<file path="config.mk">
export PLATFORM = sky130hd
export DESIGN_NAME = twm_master
export DESIGN_NICKNAME = d
export VERILOG_FILES = /design/src/twm_pkg.sv /design/src/twm_master.sv /design/src/twm_sync.sv
export SDC_FILE = /design/constraint.sdc
export NUM_CORES = 1
export LEC_CHECK = 0
export ABC_AREA = 1
export CAP_MARGIN = 20
export CORE_MARGIN = 5
export CORE_UTILIZATION = 55
export DETAILED_ROUTE_END_ITERATION = 8
export DONT_BUFFER_PORTS = 1
export GPL_TIMING_DRIVEN = 1
export PLACE_DENSITY = 0.69
export SYNTH_ARGS = -nofsm -noshare
export SYNTH_HDL_FRONTEND = slang
export SYNTH_SLANG_ARGS = --single-unit
</file>
<file path="constraint.sdc">
create_clock -name mclk -period 9.9 [get_ports mclk]
set_clock_uncertainty 0.2 [all_clocks]
set_input_delay 1.98 -clock mclk [delete_from_list [all_inputs] [get_ports mclk]]
set_output_delay 1.98 -clock mclk [all_outputs]
set_load 0.01 [all_outputs]
</file>
<file path="src/twm_pkg.sv">
/*
  twm_pkg: constants and carrier types for the two-wire master controller.
  Assumes a 32-bit AXI4-Lite register bus and a 125 MHz system clock.
*/
package twm_pkg;
   // register byte offsets
   localparam logic [7:0] TWM_CONTROL_OFS  = 8'h00;
   localparam logic [7:0] TWM_MODE_OFS     = 8'h04;
   localparam logic [7:0] TWM_CLKDIV_OFS   = 8'h08;
   localparam logic [7:0] TWM_STATUS_OFS   = 8'h0c;
   localparam logic [7:0] TWM_IRQ_STAT_OFS = 8'h10;
   localparam logic [7:0] TWM_IRQ_MASK_OFS = 8'h14;
   localparam logic [7:0] TWM_RHR_OFS      = 8'h18;
   localparam logic [7:0] TWM_THR_OFS      = 8'h1c;
   // control register command bits
   localparam int TWM_CMD_START   = 0;
   localparam int TWM_CMD_STOP    = 1;
   localparam int TWM_CMD_ENABLE  = 2;
   localparam int TWM_CMD_DISABLE = 3;
   localparam int TWM_CMD_SWRST   = 7;
   // status bit positions; interrupt bits 0 and 1 match them, the nack interrupt is bit 2
   localparam int TWM_ST_TRANSFER_COMPLETE_FLAG = 0;
   localparam int TWM_ST_RECEIVE_READY_FLAG  = 1;
   localparam int TWM_ST_TRANSMIT_READY_FLAG  = 2;
   localparam int TWM_ST_NACK   = 8;
   localparam int TWM_ST_STUCK  = 9;
   // mode register: address in [6:0], read direction in bit 8
   localparam int TWM_MODE_DIR = 8;
   // values after reset
   localparam logic [18:0] TWM_CLKDIV_RESET = 19'h00000;
   localparam logic [2:0]  TWM_IRQ_RESET    = 3'h0;
   localparam logic [1:0]  TWM_RESP_OKAY    = 2'h0;
   localparam logic [1:0]  TWM_RESP_SLVERR  = 2'h2;
   localparam int          TWM_SYNC_STAGES  = 2;

   typedef struct packed {
      logic [2:0] divider_exponent;
      logic [7:0] clock_high_divider;
      logic [7:0] clock_low_divider;
   } twm_div_type;

   typedef struct packed {
      logic       read_dir;
      logic [6:0] device_address_field;
   } twm_mode_type;

   typedef enum logic [2:0] {
      TWM_IDLE      = 3'b000,
      TWM_START     = 3'b001,
      TWM_BIT_LOW   = 3'b010,
      TWM_BIT_HIGH  = 3'b011,
      TWM_HOLD      = 3'b100,
      TWM_WAIT_STOP = 3'b101,
      TWM_STOP_LOW  = 3'b110,
      TWM_STOP_HIGH = 3'b111
   } twm_state_type;
endpackage

</file>
<file path="src/twm_master.sv">
/*
  twm_master: two-wire bus master with AXI4-Lite registers and one interrupt.
  Assumes open-drain pads with pull-ups outside; pins are asynchronous to mclk.
*/
// Decided for this implementation: the AXI4-Lite register port and the address map.
`timescale 1ns/1ps
// Behaviour
// software keeps each divider times two to the exponent at or below 16383
// master disable freezes the transfer; complete and ready flags keep values
// software waits for transfer end and masks interrupts before disabling
// complete and not-acknowledge rise together; status read clears not-acknowledge
// software reads status only after completion, else not-acknowledge is lost
// receive holding register loads every data byte, even transmitted ones, silently
// software reads received bytes before transmitting new data
// software reset mid-frame with clock low blocks every later transfer
// stop omitted when same address restarts right after completion
// software waits one serial clock period before reusing the address
// frames carry start, address, data with acknowledges, and stop
module twm_master
   import twm_pkg::*;
(
   input  wire logic        mclk,
   input  wire logic        rstn,
   input  wire logic [7:0]  s_axi_awaddr,
   input  wire logic        s_axi_awvalid,
   output logic             s_axi_awready,
   input  wire logic [31:0] s_axi_wdata,
   input  wire logic [3:0]  s_axi_wstrb,
   input  wire logic        s_axi_wvalid,
   output logic             s_axi_wready,
   output logic [1:0]       s_axi_bresp,
   output logic             s_axi_bvalid,
   input  wire logic        s_axi_bready,
   input  wire logic [7:0]  s_axi_araddr,
   input  wire logic        s_axi_arvalid,
   output logic             s_axi_arready,
   output logic [31:0]      s_axi_rdata,
   output logic [1:0]       s_axi_rresp,
   output logic             s_axi_rvalid,
   input  wire logic        s_axi_rready,
   input  wire logic        scl_in,
   output logic             scl_out,
   output logic             scl_oe,
   input  wire logic        sda_in,
   output logic             sda_out,
   output logic             sda_oe,
   output logic             irq
);
   logic [1:0]    rst_pipe;
   logic          rst_n;
   logic [1:0]    pins_s;
   logic          scl_s;
   logic          sda_s;
   twm_state_type state;
   twm_div_type   div;
   twm_mode_type  mode;
   logic [6:0]    last_addr;
   logic [14:0]   cnt;
   logic [14:0]   low_t;
   logic [14:0]   high_t;
   logic [7:0]    shifter;
   logic [3:0]    bit_cnt;
   logic          is_addr;
   logic          rd_data;
   logic          master_en;
   logic          stuck;
   logic          stop_req;
   logic          transfer_complete_flag;
   logic          transmit_ready_flag;
   logic          receive_ready_flag;
   logic          nack_flag;
   logic          nack_pend;
   logic [7:0]    thr;
   logic [7:0]    rhr;
   logic [2:0]    irq_stat;
   logic [2:0]    irq_mask;
   logic          evt_done;
   logic          evt_byte;
   logic          evt_rxbyte;
   logic          evt_take;
   logic          evt_nack;
   logic          wr_go;
   logic          rd_go;
   logic [7:0]    wr_cmd;
   logic          wr_swrst;
   logic          start_go;
   logic          rd_status;
   logic          wr_ok;
   logic          rd_ok;
   logic [31:0]   rd_val;

   // reset release through two flops
   always_ff @(posedge mclk or negedge rstn)
   begin
      if (!rstn)
         rst_pipe <= 2'h0;
      else
         rst_pipe <= {rst_pipe[0], 1'b1};
   end
   assign rst_n = rst_pipe[1];

   twm_sync #(.WIDTH(2)) u_sync (
      .clk   (mclk),
      .rst_n (rst_n),
      .din   ({scl_in, sda_in}),
      .dout  (pins_s)
   );
   assign scl_s   = pins_s[1];
   assign sda_s   = pins_s[0];
   assign scl_out = 1'b0;
   assign sda_out = 1'b0;

   // bus handshake: write address and data are taken together
   assign wr_go         = s_axi_awvalid && s_axi_wvalid && !s_axi_bvalid;
   assign s_axi_awready = wr_go;
   assign s_axi_wready  = wr_go;
   assign rd_go         = s_axi_arvalid && !s_axi_rvalid;
   assign s_axi_arready = rd_go;
   assign wr_ok = (s_axi_awaddr <= TWM_THR_OFS) && (s_axi_awaddr[1:0] == 2'h0);
   assign rd_ok = (s_axi_araddr <= TWM_THR_OFS) && (s_axi_araddr[1:0] == 2'h0);
   assign wr_cmd    = (wr_go && s_axi_awaddr == TWM_CONTROL_OFS && s_axi_wstrb[0])
                      ? s_axi_wdata[7:0] : 8'h00;
   assign wr_swrst  = wr_cmd[TWM_CMD_SWRST];
   assign rd_status = rd_go && s_axi_araddr == TWM_STATUS_OFS;
   assign start_go  = wr_cmd[TWM_CMD_START] && master_en && !stuck;
   assign low_t     = 15'(div.clock_low_divider) << div.divider_exponent;
   assign high_t    = 15'(div.clock_high_divider) << div.divider_exponent;

   // read data mux
   always_comb
   begin
      rd_val = 32'h0;
      unique case (s_axi_araddr)
         TWM_MODE_OFS:     rd_val = 32'({mode.read_dir, 1'b0, mode.device_address_field});
         TWM_CLKDIV_OFS:   rd_val = 32'(div);
         TWM_STATUS_OFS:   rd_val = 32'({stuck, nack_flag, 5'h0, transmit_ready_flag, receive_ready_flag, transfer_complete_flag});
         TWM_IRQ_STAT_OFS: rd_val = 32'(irq_stat);
         TWM_IRQ_MASK_OFS: rd_val = 32'(irq_mask);
         TWM_RHR_OFS:      rd_val = 32'(rhr);
         default:          rd_val = 32'h0;
      endcase
   end

   // bus responses; unmapped or misaligned answers slave error
   always_ff @(posedge mclk or negedge rst_n)
   begin
      if (!rst_n)
      begin
         s_axi_bvalid <= 1'b0;
         s_axi_bresp  <= TWM_RESP_OKAY;
         s_axi_rvalid <= 1'b0;
         s_axi_rresp  <= TWM_RESP_OKAY;
         s_axi_rdata  <= 32'h0;
      end
      else
      begin
         if (wr_go)
         begin
            s_axi_bvalid <= 1'b1;
            s_axi_bresp  <= wr_ok ? TWM_RESP_OKAY : TWM_RESP_SLVERR;
         end
         else if (s_axi_bready)
            s_axi_bvalid <= 1'b0;
         if (rd_go)
         begin
            s_axi_rvalid <= 1'b1;
            s_axi_rresp  <= rd_ok ? TWM_RESP_OKAY : TWM_RESP_SLVERR;
            s_axi_rdata  <= rd_val;
         end
         else if (s_axi_rready)
            s_axi_rvalid <= 1'b0;
      end
   end

   // configuration registers
   always_ff @(posedge mclk or negedge rst_n)
   begin
      if (!rst_n)
      begin
         div      <= twm_div_type'(TWM_CLKDIV_RESET);
         mode     <= '0;
         irq_mask <= TWM_IRQ_RESET;
         thr      <= 8'h00;
      end
      else if (wr_go)
      begin
         unique case (s_axi_awaddr)
            TWM_MODE_OFS:     mode <= twm_mode_type'({s_axi_wdata[TWM_MODE_DIR],
                                                      s_axi_wdata[6:0]});
            TWM_CLKDIV_OFS:   div <= twm_div_type'(s_axi_wdata[18:0]);
            TWM_IRQ_MASK_OFS: irq_mask <= s_axi_wdata[2:0];
            TWM_THR_OFS:      thr <= s_axi_wdata[7:0];
            default:          ;
         endcase
      end
   end

   // enable, stuck and stop request control bits
   always_ff @(posedge mclk or negedge rst_n)
   begin
      if (!rst_n)
      begin
         master_en <= 1'b0;
         stuck     <= 1'b0;
         stop_req  <= 1'b0;
      end
      else
      begin
         if (wr_cmd[TWM_CMD_DISABLE] || wr_swrst)
            master_en <= 1'b0;
         else if (wr_cmd[TWM_CMD_ENABLE])
            master_en <= 1'b1;
         // the lost clock edge leaves the engine unable to launch again
         if (wr_swrst && state != TWM_IDLE && !scl_s)
            stuck <= 1'b1;
         if (wr_cmd[TWM_CMD_STOP])
            stop_req <= 1'b1;
         else if (wr_swrst || (state == TWM_STOP_LOW && master_en))
            stop_req <= 1'b0;
      end
   end

   // status flags; hardware sets win over software clears
   always_ff @(posedge mclk or negedge rst_n)
   begin
      if (!rst_n)
      begin
         transfer_complete_flag    <= 1'b1;
         transmit_ready_flag     <= 1'b1;
         receive_ready_flag     <= 1'b0;
         nack_flag <= 1'b0;
         nack_pend <= 1'b0;
         rhr       <= 8'h00;
      end
      else
      begin
         if (evt_done)
            transfer_complete_flag <= 1'b1;
         else if (start_go || wr_swrst)
            transfer_complete_flag <= 1'b0;
         if (evt_take)
            transmit_ready_flag <= 1'b1;
         else if (wr_go && s_axi_awaddr == TWM_THR_OFS)
            transmit_ready_flag <= 1'b0;
         if (evt_rxbyte)
            receive_ready_flag <= 1'b1;
         else if (rd_go && s_axi_araddr == TWM_RHR_OFS)
            receive_ready_flag <= 1'b0;
         // a status read before completion discards the pending detection
         if (evt_nack)
            nack_pend <= 1'b1;
         else if (rd_status || evt_done)
            nack_pend <= 1'b0;
         if (evt_done && nack_pend)
            nack_flag <= 1'b1;
         else if (rd_status)
            nack_flag <= 1'b0;
         if (evt_byte)
            rhr <= shifter;
      end
   end

   // sticky interrupt status, write one to clear
   always_ff @(posedge mclk or negedge rst_n)
   begin
      if (!rst_n)
         irq_stat <= TWM_IRQ_RESET;
      else
         irq_stat <= {evt_done && nack_pend, evt_rxbyte, evt_done}
                     | (irq_stat & ~((wr_go && s_axi_awaddr == TWM_IRQ_STAT_OFS)
                                     ? s_axi_wdata[2:0] : 3'h0));
   end
   assign irq = |(irq_stat & irq_mask);

   // serial engine; holds still while disabled, except that a soft reset still returns it to idle
   always_ff @(posedge mclk or negedge rst_n)
   begin
      if (!rst_n)
      begin
         state      <= TWM_IDLE;
         cnt        <= 15'h0;
         shifter    <= 8'h00;
         bit_cnt    <= 4'h0;
         is_addr    <= 1'b0;
         rd_data    <= 1'b0;
         last_addr  <= 7'h00;
         scl_oe     <= 1'b0;
         sda_oe     <= 1'b0;
         evt_done   <= 1'b0;
         evt_byte   <= 1'b0;
         evt_rxbyte <= 1'b0;
         evt_take   <= 1'b0;
         evt_nack   <= 1'b0;
      end
      else
      begin
         evt_done   <= 1'b0;
         evt_byte   <= 1'b0;
         evt_rxbyte <= 1'b0;
         evt_take   <= 1'b0;
         evt_nack   <= 1'b0;
         if (wr_swrst)
         begin
            state  <= TWM_IDLE;
            scl_oe <= 1'b0;
            sda_oe <= 1'b0;
         end
         else if (master_en)
         begin
            cnt <= cnt + 15'h1;
            unique case (state)
               TWM_IDLE:
                  if (start_go)
                  begin
                     state     <= TWM_START;
                     sda_oe    <= 1'b1;
                     cnt       <= 15'h0;
                     last_addr <= mode.device_address_field;
                  end
               TWM_START:
                  if (cnt >= high_t)
                  begin
                     state   <= TWM_BIT_LOW;
                     scl_oe  <= 1'b1;
                     cnt     <= 15'h0;
                     shifter <= {mode.device_address_field, mode.read_dir};
                     bit_cnt <= 4'h0;
                     is_addr <= 1'b1;
                     rd_data <= 1'b0;
                  end
               TWM_BIT_LOW:
               begin
                  if (bit_cnt == 4'h8)
                     sda_oe <= rd_data && !stop_req; // acknowledge unless last
                  else
                     sda_oe <= !rd_data && !shifter[7];
                  if (cnt >= low_t)
                  begin
                     state  <= TWM_BIT_HIGH;
                     scl_oe <= 1'b0;
                     cnt    <= 15'h0;
                  end
               end
               TWM_BIT_HIGH:
                  if (!scl_s)
                     cnt <= 15'h0; // slave stretching the clock
                  else if (cnt >= high_t)
                  begin
                     scl_oe <= 1'b1;
                     cnt    <= 15'h0;
                     state  <= TWM_BIT_LOW;
                     if (bit_cnt != 4'h8)
                     begin
                        shifter <= {shifter[6:0], sda_s};
                        bit_cnt <= bit_cnt + 4'h1;
                     end
                     else
                     begin
                        bit_cnt    <= 4'h0;
                        is_addr    <= 1'b0;
                        evt_byte   <= !is_addr;
                        evt_rxbyte <= rd_data;
                        if (!rd_data && sda_s)
                        begin
                           evt_nack <= 1'b1;
                           state    <= TWM_STOP_LOW;
                        end
                        else if (rd_data || (is_addr && mode.read_dir))
                        begin
                           rd_data <= 1'b1;
                           shifter <= 8'hff;
                           if (rd_data && stop_req)
                              state <= TWM_STOP_LOW;
                        end
                        else if (!transmit_ready_flag)
                        begin
                           shifter  <= thr;
                           evt_take <= 1'b1;
                        end
                        else if (stop_req)
                        begin
                           state    <= TWM_WAIT_STOP;
                           evt_done <= 1'b1;
                        end
                        else
                           state <= TWM_HOLD;
                     end
                  end
               TWM_HOLD:
                  if (!transmit_ready_flag)
                  begin
                     state    <= TWM_BIT_LOW;
                     shifter  <= thr;
                     evt_take <= 1'b1;
                     cnt      <= 15'h0;
                  end
                  else if (stop_req)
                  begin
                     state    <= TWM_WAIT_STOP;
                     evt_done <= 1'b1;
                     cnt      <= 15'h0;
                  end
               TWM_WAIT_STOP:
                  // restart to the same address resumes data without a stop
                  if (start_go && mode.device_address_field == last_addr)
                  begin
                     state   <= TWM_BIT_LOW;
                     cnt     <= 15'h0;
                     rd_data <= mode.read_dir;
                     shifter <= mode.read_dir ? 8'hff : thr;
                     evt_take <= !mode.read_dir && !transmit_ready_flag;
                  end
                  else if (cnt >= low_t + high_t)
                  begin
                     state <= TWM_STOP_LOW;
                     cnt   <= 15'h0;
                  end
               TWM_STOP_LOW:
               begin
                  sda_oe <= 1'b1;
                  if (cnt >= low_t)
                  begin
                     state  <= TWM_STOP_HIGH;
                     scl_oe <= 1'b0;
                     cnt    <= 15'h0;
                  end
               end
               TWM_STOP_HIGH:
                  if (!scl_s)
                     cnt <= 15'h0;
                  else if (cnt >= high_t)
                  begin
                     state    <= TWM_IDLE;
                     sda_oe   <= 1'b0;
                     evt_done <= 1'b1;
                  end
            endcase
         end
      end
   end

   // a last event pulse or a software write may still move the flags, so both are excluded
   AST_FREEZE: assert property (@(posedge mclk) disable iff (!rst_n)
      !master_en && !$past(master_en) && !wr_go
      |=> $stable(state) && $stable(transfer_complete_flag) && $stable(transmit_ready_flag))
      else $error("disabled engine moved");
   AST_NACK_DONE: assert property (@(posedge mclk) disable iff (!rst_n)
      $rose(nack_flag) |-> transfer_complete_flag && $rose(irq_stat[0]))
      else $error("nack rose without completion");
   AST_NACK_CLEAR: assert property (@(posedge mclk) disable iff (!rst_n)
      rd_status && !(evt_done && nack_pend) |=> !nack_flag)
      else $error("status read left nack set");
   AST_RHR_LOAD: assert property (@(posedge mclk) disable iff (!rst_n)
      evt_byte && !evt_rxbyte |=> rhr == $past(shifter) && $stable(receive_ready_flag))
      else $error("transmitted byte handling wrong");
   AST_STUCK: assert property (@(posedge mclk) disable iff (!rst_n)
      stuck && state == TWM_IDLE |=> state == TWM_IDLE [*2])
      else $error("stuck controller started");
   AST_NO_STOP: assert property (@(posedge mclk) disable iff (!rst_n)
      state == TWM_WAIT_STOP && master_en && start_go
      && mode.device_address_field == last_addr |=> state == TWM_BIT_LOW && scl_oe)
      else $error("stop was not skipped");
   AST_START_COND: assert property (@(posedge mclk) disable iff (!rst_n)
      state == TWM_IDLE && start_go && !wr_swrst |=> sda_oe && !scl_oe)
      else $error("start condition not driven");
endmodule

</file>
<file path="src/twm_sync.sv">
/*
  twm_sync: two-stage synchroniser for pin levels.
  Assumes inputs may change at any time relative to clk.
*/
`timescale 1ns/1ps
module twm_sync
   import twm_pkg::*;
#(
   parameter int WIDTH = 2
)
(
   input  wire logic             clk,
   input  wire logic             rst_n,
   input  wire logic [WIDTH-1:0] din,
   output logic      [WIDTH-1:0] dout
);
   logic [WIDTH-1:0] stage1;

   // first stage feeds only the second; lines idle high
   always_ff @(posedge clk or negedge rst_n)
   begin
      if (!rst_n)
      begin
         stage1 <= '1;
         dout   <= '1;
      end
      else
      begin
         stage1 <= din;
         dout   <= stage1;
      end
   end
endmodule

</file>
==> results of run 1 <==
[registers in the layout, summed over array words and instances, names as in the netlist, 2 cells and up]
signal / count
cnt: 15
state: 3
last_addr: 7
shifter: 8
u_sync.dout: 2
s_axi_rdata: 19
div: 19
irq_mask: 3
rhr: 8
rst_pipe: 2
u_sync.stage1: 2
bit_cnt: 4
thr: 8
irq_stat: 3
mode: 8
[synth_stat cells (all sizes together)]
library cell and instances:
conb 2, nor4 5, clkbuf 28, a31oi 4
a2111o 1, mux2i 3, nand3b 9, fa 1
o221ai 3, a31o 1, xnor2 4, buf 29
nor3 17, dfrtp 126, dfstp 6, a22oi 1
o31ai 12, inv 224, xor2 14, mux2 1
nand4 25, a211oi 2, o2111ai 4, and3 1
o21bai 2, nand3 51, o22ai 16, a21oi 75
nand2 378, nor2 151, o21ai 154, clkinv 1
o211ai 6, a21o 4, or2 10, ha 62
o21a 2
[power groups by stage]
stage | registers, µW | logic, µW | clock network, µW
finish | 697 | 732 | 621
detailed placement | 709 | 720 | 0
floorplan | 666 | 589 | 0
CTS | 700 | 725 | 628
global route | 706 | 851 | 658
global placement | 708 | 701 | 0
[cell type report]
type / instances / area, µm²
Fill cell: 1661 / 6890
Sequential cell: 132 / 3310
Inverter: 225 / 845
Timing Repair Buffer: 5 / 50.0
Multi-Input combinational cell: 1037 / 5400
Clock inverter: 14 / 139
Tap cell: 225 / 282
Clock buffer: 18 / 439
[stage by stage]
step / std cells / total power (µW) / cell area [µm²]
after global routing: 1656 / 2220 / 10500
after detailed placement: 1623 / 1430 / 9870
after floorplan: 1451 / 1260 / 9850
final: 1656 / 2050 / 10500
after global placement: 1623 / 1410 / 9870
after CTS: 1655 / 2050 / 10400
[layer usage]
layer  vias up  wire [µm]  track usage (%)
met5         -          0                0
met4         0        556             7.28
met3        38       1140             3.96
met2       247      12600             44.1
met1      4166      11700             35.8
li1       4571          -                -
[kinds of logic after synthesis]
group	after synthesis	share of synthesized area, %
other cells	2	0.0767
flops	132	33.8
compound gates	287	16.1
mux	4	0.422
xor+xnor	18	1.61
buf+inv	282	11.7
fa+ha+maj	63	8.13
simple gates	647	28.2
[worst max path at each step]
stage | to | from | slack, ps | cells past startpoint
6_report | cnt[1]$_DFFE_PN0P_ | div[16]$_DFFE_PN0P_ | 4490 | 24
5_1_grt | cnt[7]$_DFFE_PN0P_ | div[16]$_DFFE_PN0P_ | 3920 | 24
4_1_cts | cnt[1]$_DFFE_PN0P_ | div[16]$_DFFE_PN0P_ | 4560 | 24
3_5_place_dp | cnt[1]$_DFFE_PN0P_ | div[16]$_DFFE_PN0P_ | 4590 | 24
3_3_place_gp | cnt[3]$_DFFE_PN0P_ | div[16]$_DFFE_PN0P_ | 4630 | 24
2_1_floorplan | s_axi_wready | s_axi_awvalid | 5260 | 3
[worst max-delay path, cell delays in order (launching register included)]
cell	delay, ps
dfrtp_1	860
o21ai_0	280
or2_2	320
o21ai_0	120
inv_1	60
o21ai_0	330
inv_1	90
ha_1	400
a21oi_1	240
o21ai_0	120
a211oi_1	220
o21ai_0	150
xor2_1	170
ha_1	330
nand4_1	140
nor2_1	200
nand2_1	70
a21oi_1	120
nor2_1	80
nand2_1	110
nand3_2	320
nand2_1	170
nand3b_1	90
nand2_1	60
inv_1	40
==> impl_metrics.ini, run 1 <==
[grt]
grt_start_max_net_pins = 79
gr-total-overflow = 0
initial_antenna_violation_count = 0
first_global_vias = 8415
first_pass_grt_wire_length_um = 43300
globalRouteTotalUtil_pct = 26.4

[job]
maxCapViolations = 0

[detailed_routing]
detail_route.vias_per_cell = 5.45
drt_pass1_iterations = 5
wl_um = 26000
postRouteAntennaNets = 0
drtIter0Drc = 805
drc_errors = 0
num_vias = 9022
routedWlPerCell_um = 15.7

[timing]
setup_tns_ps = 0
final_min_period_ps = 5410
fin_crit_sh_pct = 54.7
rsz0062_at_grt = false
finalHoldViolCount = 0
postLayoutSetupSlackWorst_ps = 4490
worst_slew_margin_rel_pct = 43.3
setup_viol = 0
final_max_slew_viol_count = 0
timing.hold.ws_ps = 103
maxClockFrequency_mhz = 185
worst-slew-pin-transition_ps = 848

[layout]
area_added_between_synthesis_and_finish_pct = 6.85
layout.cells.most_common = nand2_1
finish.utilization_pct = 60.3
drive_above_1_share_pct = 5.73
final_nets = 1542
insertedDiodeCount = 0
layout_common_cells = 370 x nand2_1, 219 x inv_1, 146 x o21ai_0, 142 x nor2_1, 125 x dfrtp_1

[worst_setup_path]
type_of_element_capturing_the_critical_path = flip-flop
criticalPathCategory = flip-flop to flip-flop
worst-path-max-fanout = 32
reg2reg_setup_slack_ps = 4490
r2r-start = div[16]$_DFFE_PN0P_
r2r_end = cnt[1]$_DFFE_PN0P_
timing.critical_path.arrival_ps = 5530
r2r.worst_path.cells = 24
required_ps = 10020
startpoint_type = flip-flop

[synthesis]
syn-mean-instance-area_um2 = 6.82
yosysTopAreaCell = dfrtp_1
synth_area_um2 = 9790
synth.lib_cells_used.distinct = 51
synth_area_leaders = dfrtp_1 32%, nand2_1 14%, inv_1 8.4%
yosysWarningCount = 0
ys_ff_latch = 132
seq_area_frac_synth_pct = 33.8
netlist_instances = 1435
yosys.area.top_type_share_pct = 32.2

[pwr]
p_per_area_nw_per_um2 = 196
irDropWorstVdd_v = 0.000133
power.net_switching_uw = 843
combPwrFrac_pct = 35.7
switching_share_pct = 41.1
power.share.clock_pct = 30.3
total_leakage_power_uw = 0.00550
seq_power_share_pct = 34.0
cell_internal_pwr_uw = 1210

[clock_tree]
postCtsResizedCells = 0
clkSinkCount = 132
clock_latency_ps = 420
cts.hold.buffers_added = 0
cts-root-buf = clkbuf_16
cts_htree_levels = 4
post-cts-setup-buffers = 0
clk_path_buf_depth = 2
clock_tree_from_tritoncts = built
cts-buffers-inserted = 17
clkSlewWorstSetupHoldPaths_ps = 60

[hold_path]
worstHoldPathType = flip-flop to async pin

[outcome]
status = finished, final reports clean

[floorplanning]
initial_core_util_pct = 56.4
core-area_um2 = 17400
design.die.area_um2 = 20600
num_rows = 48
boundaryPins = 107
die_height_um = 143
chipWidth_um = 143

[placement]
gp_congestion = 0.940
dp.final_hpwl_um = 19700
pre_cts_ws_ps = 4590
port_buffers = 0
No activity file was read; power rests on OpenSTA's default activity.
==> run 2, diff against run 1 <==
PLACE_DENSITY = 0.72   (was 0.69)
clock period = 4.69 ns   (was 9.9 ns; I/O delays follow)
==> run 2 against run 1 <==
Compared with the run above:
- power rose by 120%
- critical path type unchanged
- critical path depth rose by 4
- largest cell class unchanged
- cell count rose by 2.1%
- critical endpoint is now cnt[0]$_DFFE_PN0P_
- sequential cell count did not move
- first-iteration DRC count fell by 17%
- design area rose by 3.9%
==> impl_metrics.ini, run 2 (synthesis results as in run 1) <==
[outcome]
status = finished, final reports clean

[job]
maxCapViolations = 0

[placement]
pre_cts_ws_ps = 178
port_buffers = 0
placedCellCount = 1650
post_dp_cell_area_um2 = 10100
dp.final_hpwl_um = 19800
gp_congestion = 0.972

[timing]
postLayoutSetupSlackWorst_ps = 303
final_min_period_ps = 4390
final_max_slew_viol_count = 0
fin_crit_sh_pct = 93.5
timing.hold.ws_ps = 134
setup_viol = 0
worst-slew-pin-transition_ps = 796
maxClockFrequency_mhz = 228
worst_slew_margin_rel_pct = 46.9
finalHoldViolCount = 0

[clock_tree]
cts-buffers-inserted = 17
clock_latency_ps = 430
clk_path_buf_depth = 2
cts_htree_levels = 4
clkSlewWorstSetupHoldPaths_ps = 70
clkSinkCount = 132
clock_tree_from_tritoncts = built
cts-root-buf = clkbuf_16

[pwr]
switching_share_pct = 41.1
power.net_switching_uw = 1840
total_leakage_power_uw = 0.00570
post-layout-total-power_uw = 4480
irDropWorstVdd_v = 0.000259
cell_internal_pwr_uw = 2640
combPwrFrac_pct = 36.3
power.share.clock_pct = 30.9
seq_power_share_pct = 32.8
p_per_area_nw_per_um2 = 412

[detailed_routing]
num_vias = 9279
wl_um = 26400
drtIter0Drc = 670
drt_pass1_iterations = 5
detail_route.vias_per_cell = 5.49
postRouteAntennaNets = 0
drc_errors = 0
routedWlPerCell_um = 15.6

[worst_setup_path]
r2r.worst_path.cells = 28
type_of_element_capturing_the_critical_path = flip-flop
criticalPathCategory = flip-flop to flip-flop
r2r_end = cnt[0]$_DFFE_PN0P_
cp_common_cell = nand2_1
required_ps = 4810
startpoint_type = flip-flop
r2r-start = div[17]$_DFFE_PN0P_
timing.critical_path.slowest_stage_cell = dfrtp_1
worst-path-max-fanout = 15
reg2reg_setup_slack_ps = 300
crit_path_max_incr_delay_ps = 420
timing.critical_path.arrival_ps = 4510

[grt]
initial_antenna_violation_count = 0
globalRoute.busiestLayer = met2
grt_start_max_net_pins = 50
grt_use_met3_pct = 3.86
globalRouteTotalUtil_pct = 25.9
first_global_vias = 8460
grtUsageMet1_pct = 34.9
first_pass_grt_wire_length_um = 42600
gr-total-overflow = 0
grt.met2_usage_pct = 42.6

[layout]
fin_area_um2 = 10900
layout.cells.most_common = nand2_1
reg_top3 = div x19, s_axi_rdata x19, cnt x15
insertedDiodeCount = 0
layout_common_cells = 369 x nand2_1, 219 x inv_1, 137 x nor2_1, 124 x dfrtp_1, 121 x o21ai_0
area_added_between_synthesis_and_finish_pct = 11.0
final_nets = 1577
number_of_cells_in_the_finished_layout_apart_from_fillers = 1691
drive_above_1_share_pct = 9.62
fillers = 1592

[floorplanning]
chipWidth_um = 143
die_height_um = 143
initial_core_util_pct = 56.4
boundaryPins = 107
core-area_um2 = 17400
num_rows = 48
design.die.area_um2 = 20600

[hold_path]
worstHoldPathType = flip-flop to async pin
==> run 2: changes by cell type in the layout (fill, tap and decap cells not counted), moves of 2 or more <==
cell / previous run / this run
o21ai_1: 7 / 24
o21ai_0: 146 / 121
o21ai_2: 1 / 9
clkinv_2: 2 / 0
a21oi_2: 0 / 5
nor2_1: 142 / 137
buf_4: 4 / 36
nand3_1: 49 / 47
nand3_2: 2 / 4
a21oi_1: 75 / 70
nor2_2: 4 / 9
==> run 2: timing repair <==
action,in CTS,in global routing
hold endpoints to repair,2,0
resized for setup,0,51
hold buffers,1,0
setup buffers,0,8
endpoints found under the setup margin,0,18
==> run 2: per-stage QoR <==
step / setup TNS, ps / utilization [%]
final: 0 / 62.6
after global routing: -2050 / 62.6
after CTS: 0 / 61.7
after detailed placement: 0 / 58.2
after global placement: 0 / 58.2
after floorplan: 0 / -
==> run 2: power groups by stage <==
| stage | Clock, µW | Combinational, µW | Sequential [µW] |
|---|---|---|---|
| after floorplan | 0 | 1240 | 1410 |
| after global placement | 0 | 1520 | 1480 |
| after detailed placement | 0 | 1570 | 1480 |
| after CTS | 1400 | 1590 | 1470 |
| after global routing | 1450 | 1880 | 1480 |
| final | 1390 | 1630 | 1470 |
==> run 2: cell type report <==
cell class                 count  area, µm²  share of cell area, %
clock buffer                  17        425                   3.91
timing repair buffer          40        332                   3.05
tap                          225        282                   2.59
clock inverter                15        186                   1.72
inverter                     225        845                   7.77
sequential                   132       3320                   30.5
multi-input combinational   1037       5480                   50.4
==> run 2: layer usage <==
metal	vias to the layer above	share of wire, %
met3	73	6.1
li1	4650	-
met5	-	0
met2	338	48
met1	4218	43
met4	0	3.1
==> run 2: how the worst max path moves through the flow <==
| stage | startpoint | end | slack, ps | cells after the start |
|---|---|---|---|---|
| global route | div[16]$_DFFE_PN0P_ | cnt[0]$_DFFE_PN0P_ | -140 | 29 |
| CTS | div[16]$_DFFE_PN0P_ | cnt[0]$_DFFE_PN0P_ | 160 | 27 |
| detailed placement | div[16]$_DFFE_PN0P_ | cnt[0]$_DFFE_PN0P_ | 180 | 27 |
| finish | div[17]$_DFFE_PN0P_ | cnt[0]$_DFFE_PN0P_ | 300 | 28 |
| floorplan | div[18]$_DFFE_PN0P_ | cnt[5]$_DFFE_PN0P_ | 540 | 26 |
| global placement | div[16]$_DFFE_PN0P_ | cnt[13]$_DFFE_PN0P_ | 230 | 29 |
==> run 2: worst max-delay path: cells and delay by family (launching register included) <==
kind / cells / cell delay [ps]
AND/OR/NAND/NOR: 16 / 1630
AO/OA/AOI/OAI: 5 / 760
adder cells (fa/ha/maj): 2 / 660
buffers and inverters: 4 / 450
flip-flops: 1 / 420
XOR/XNOR: 1 / 160
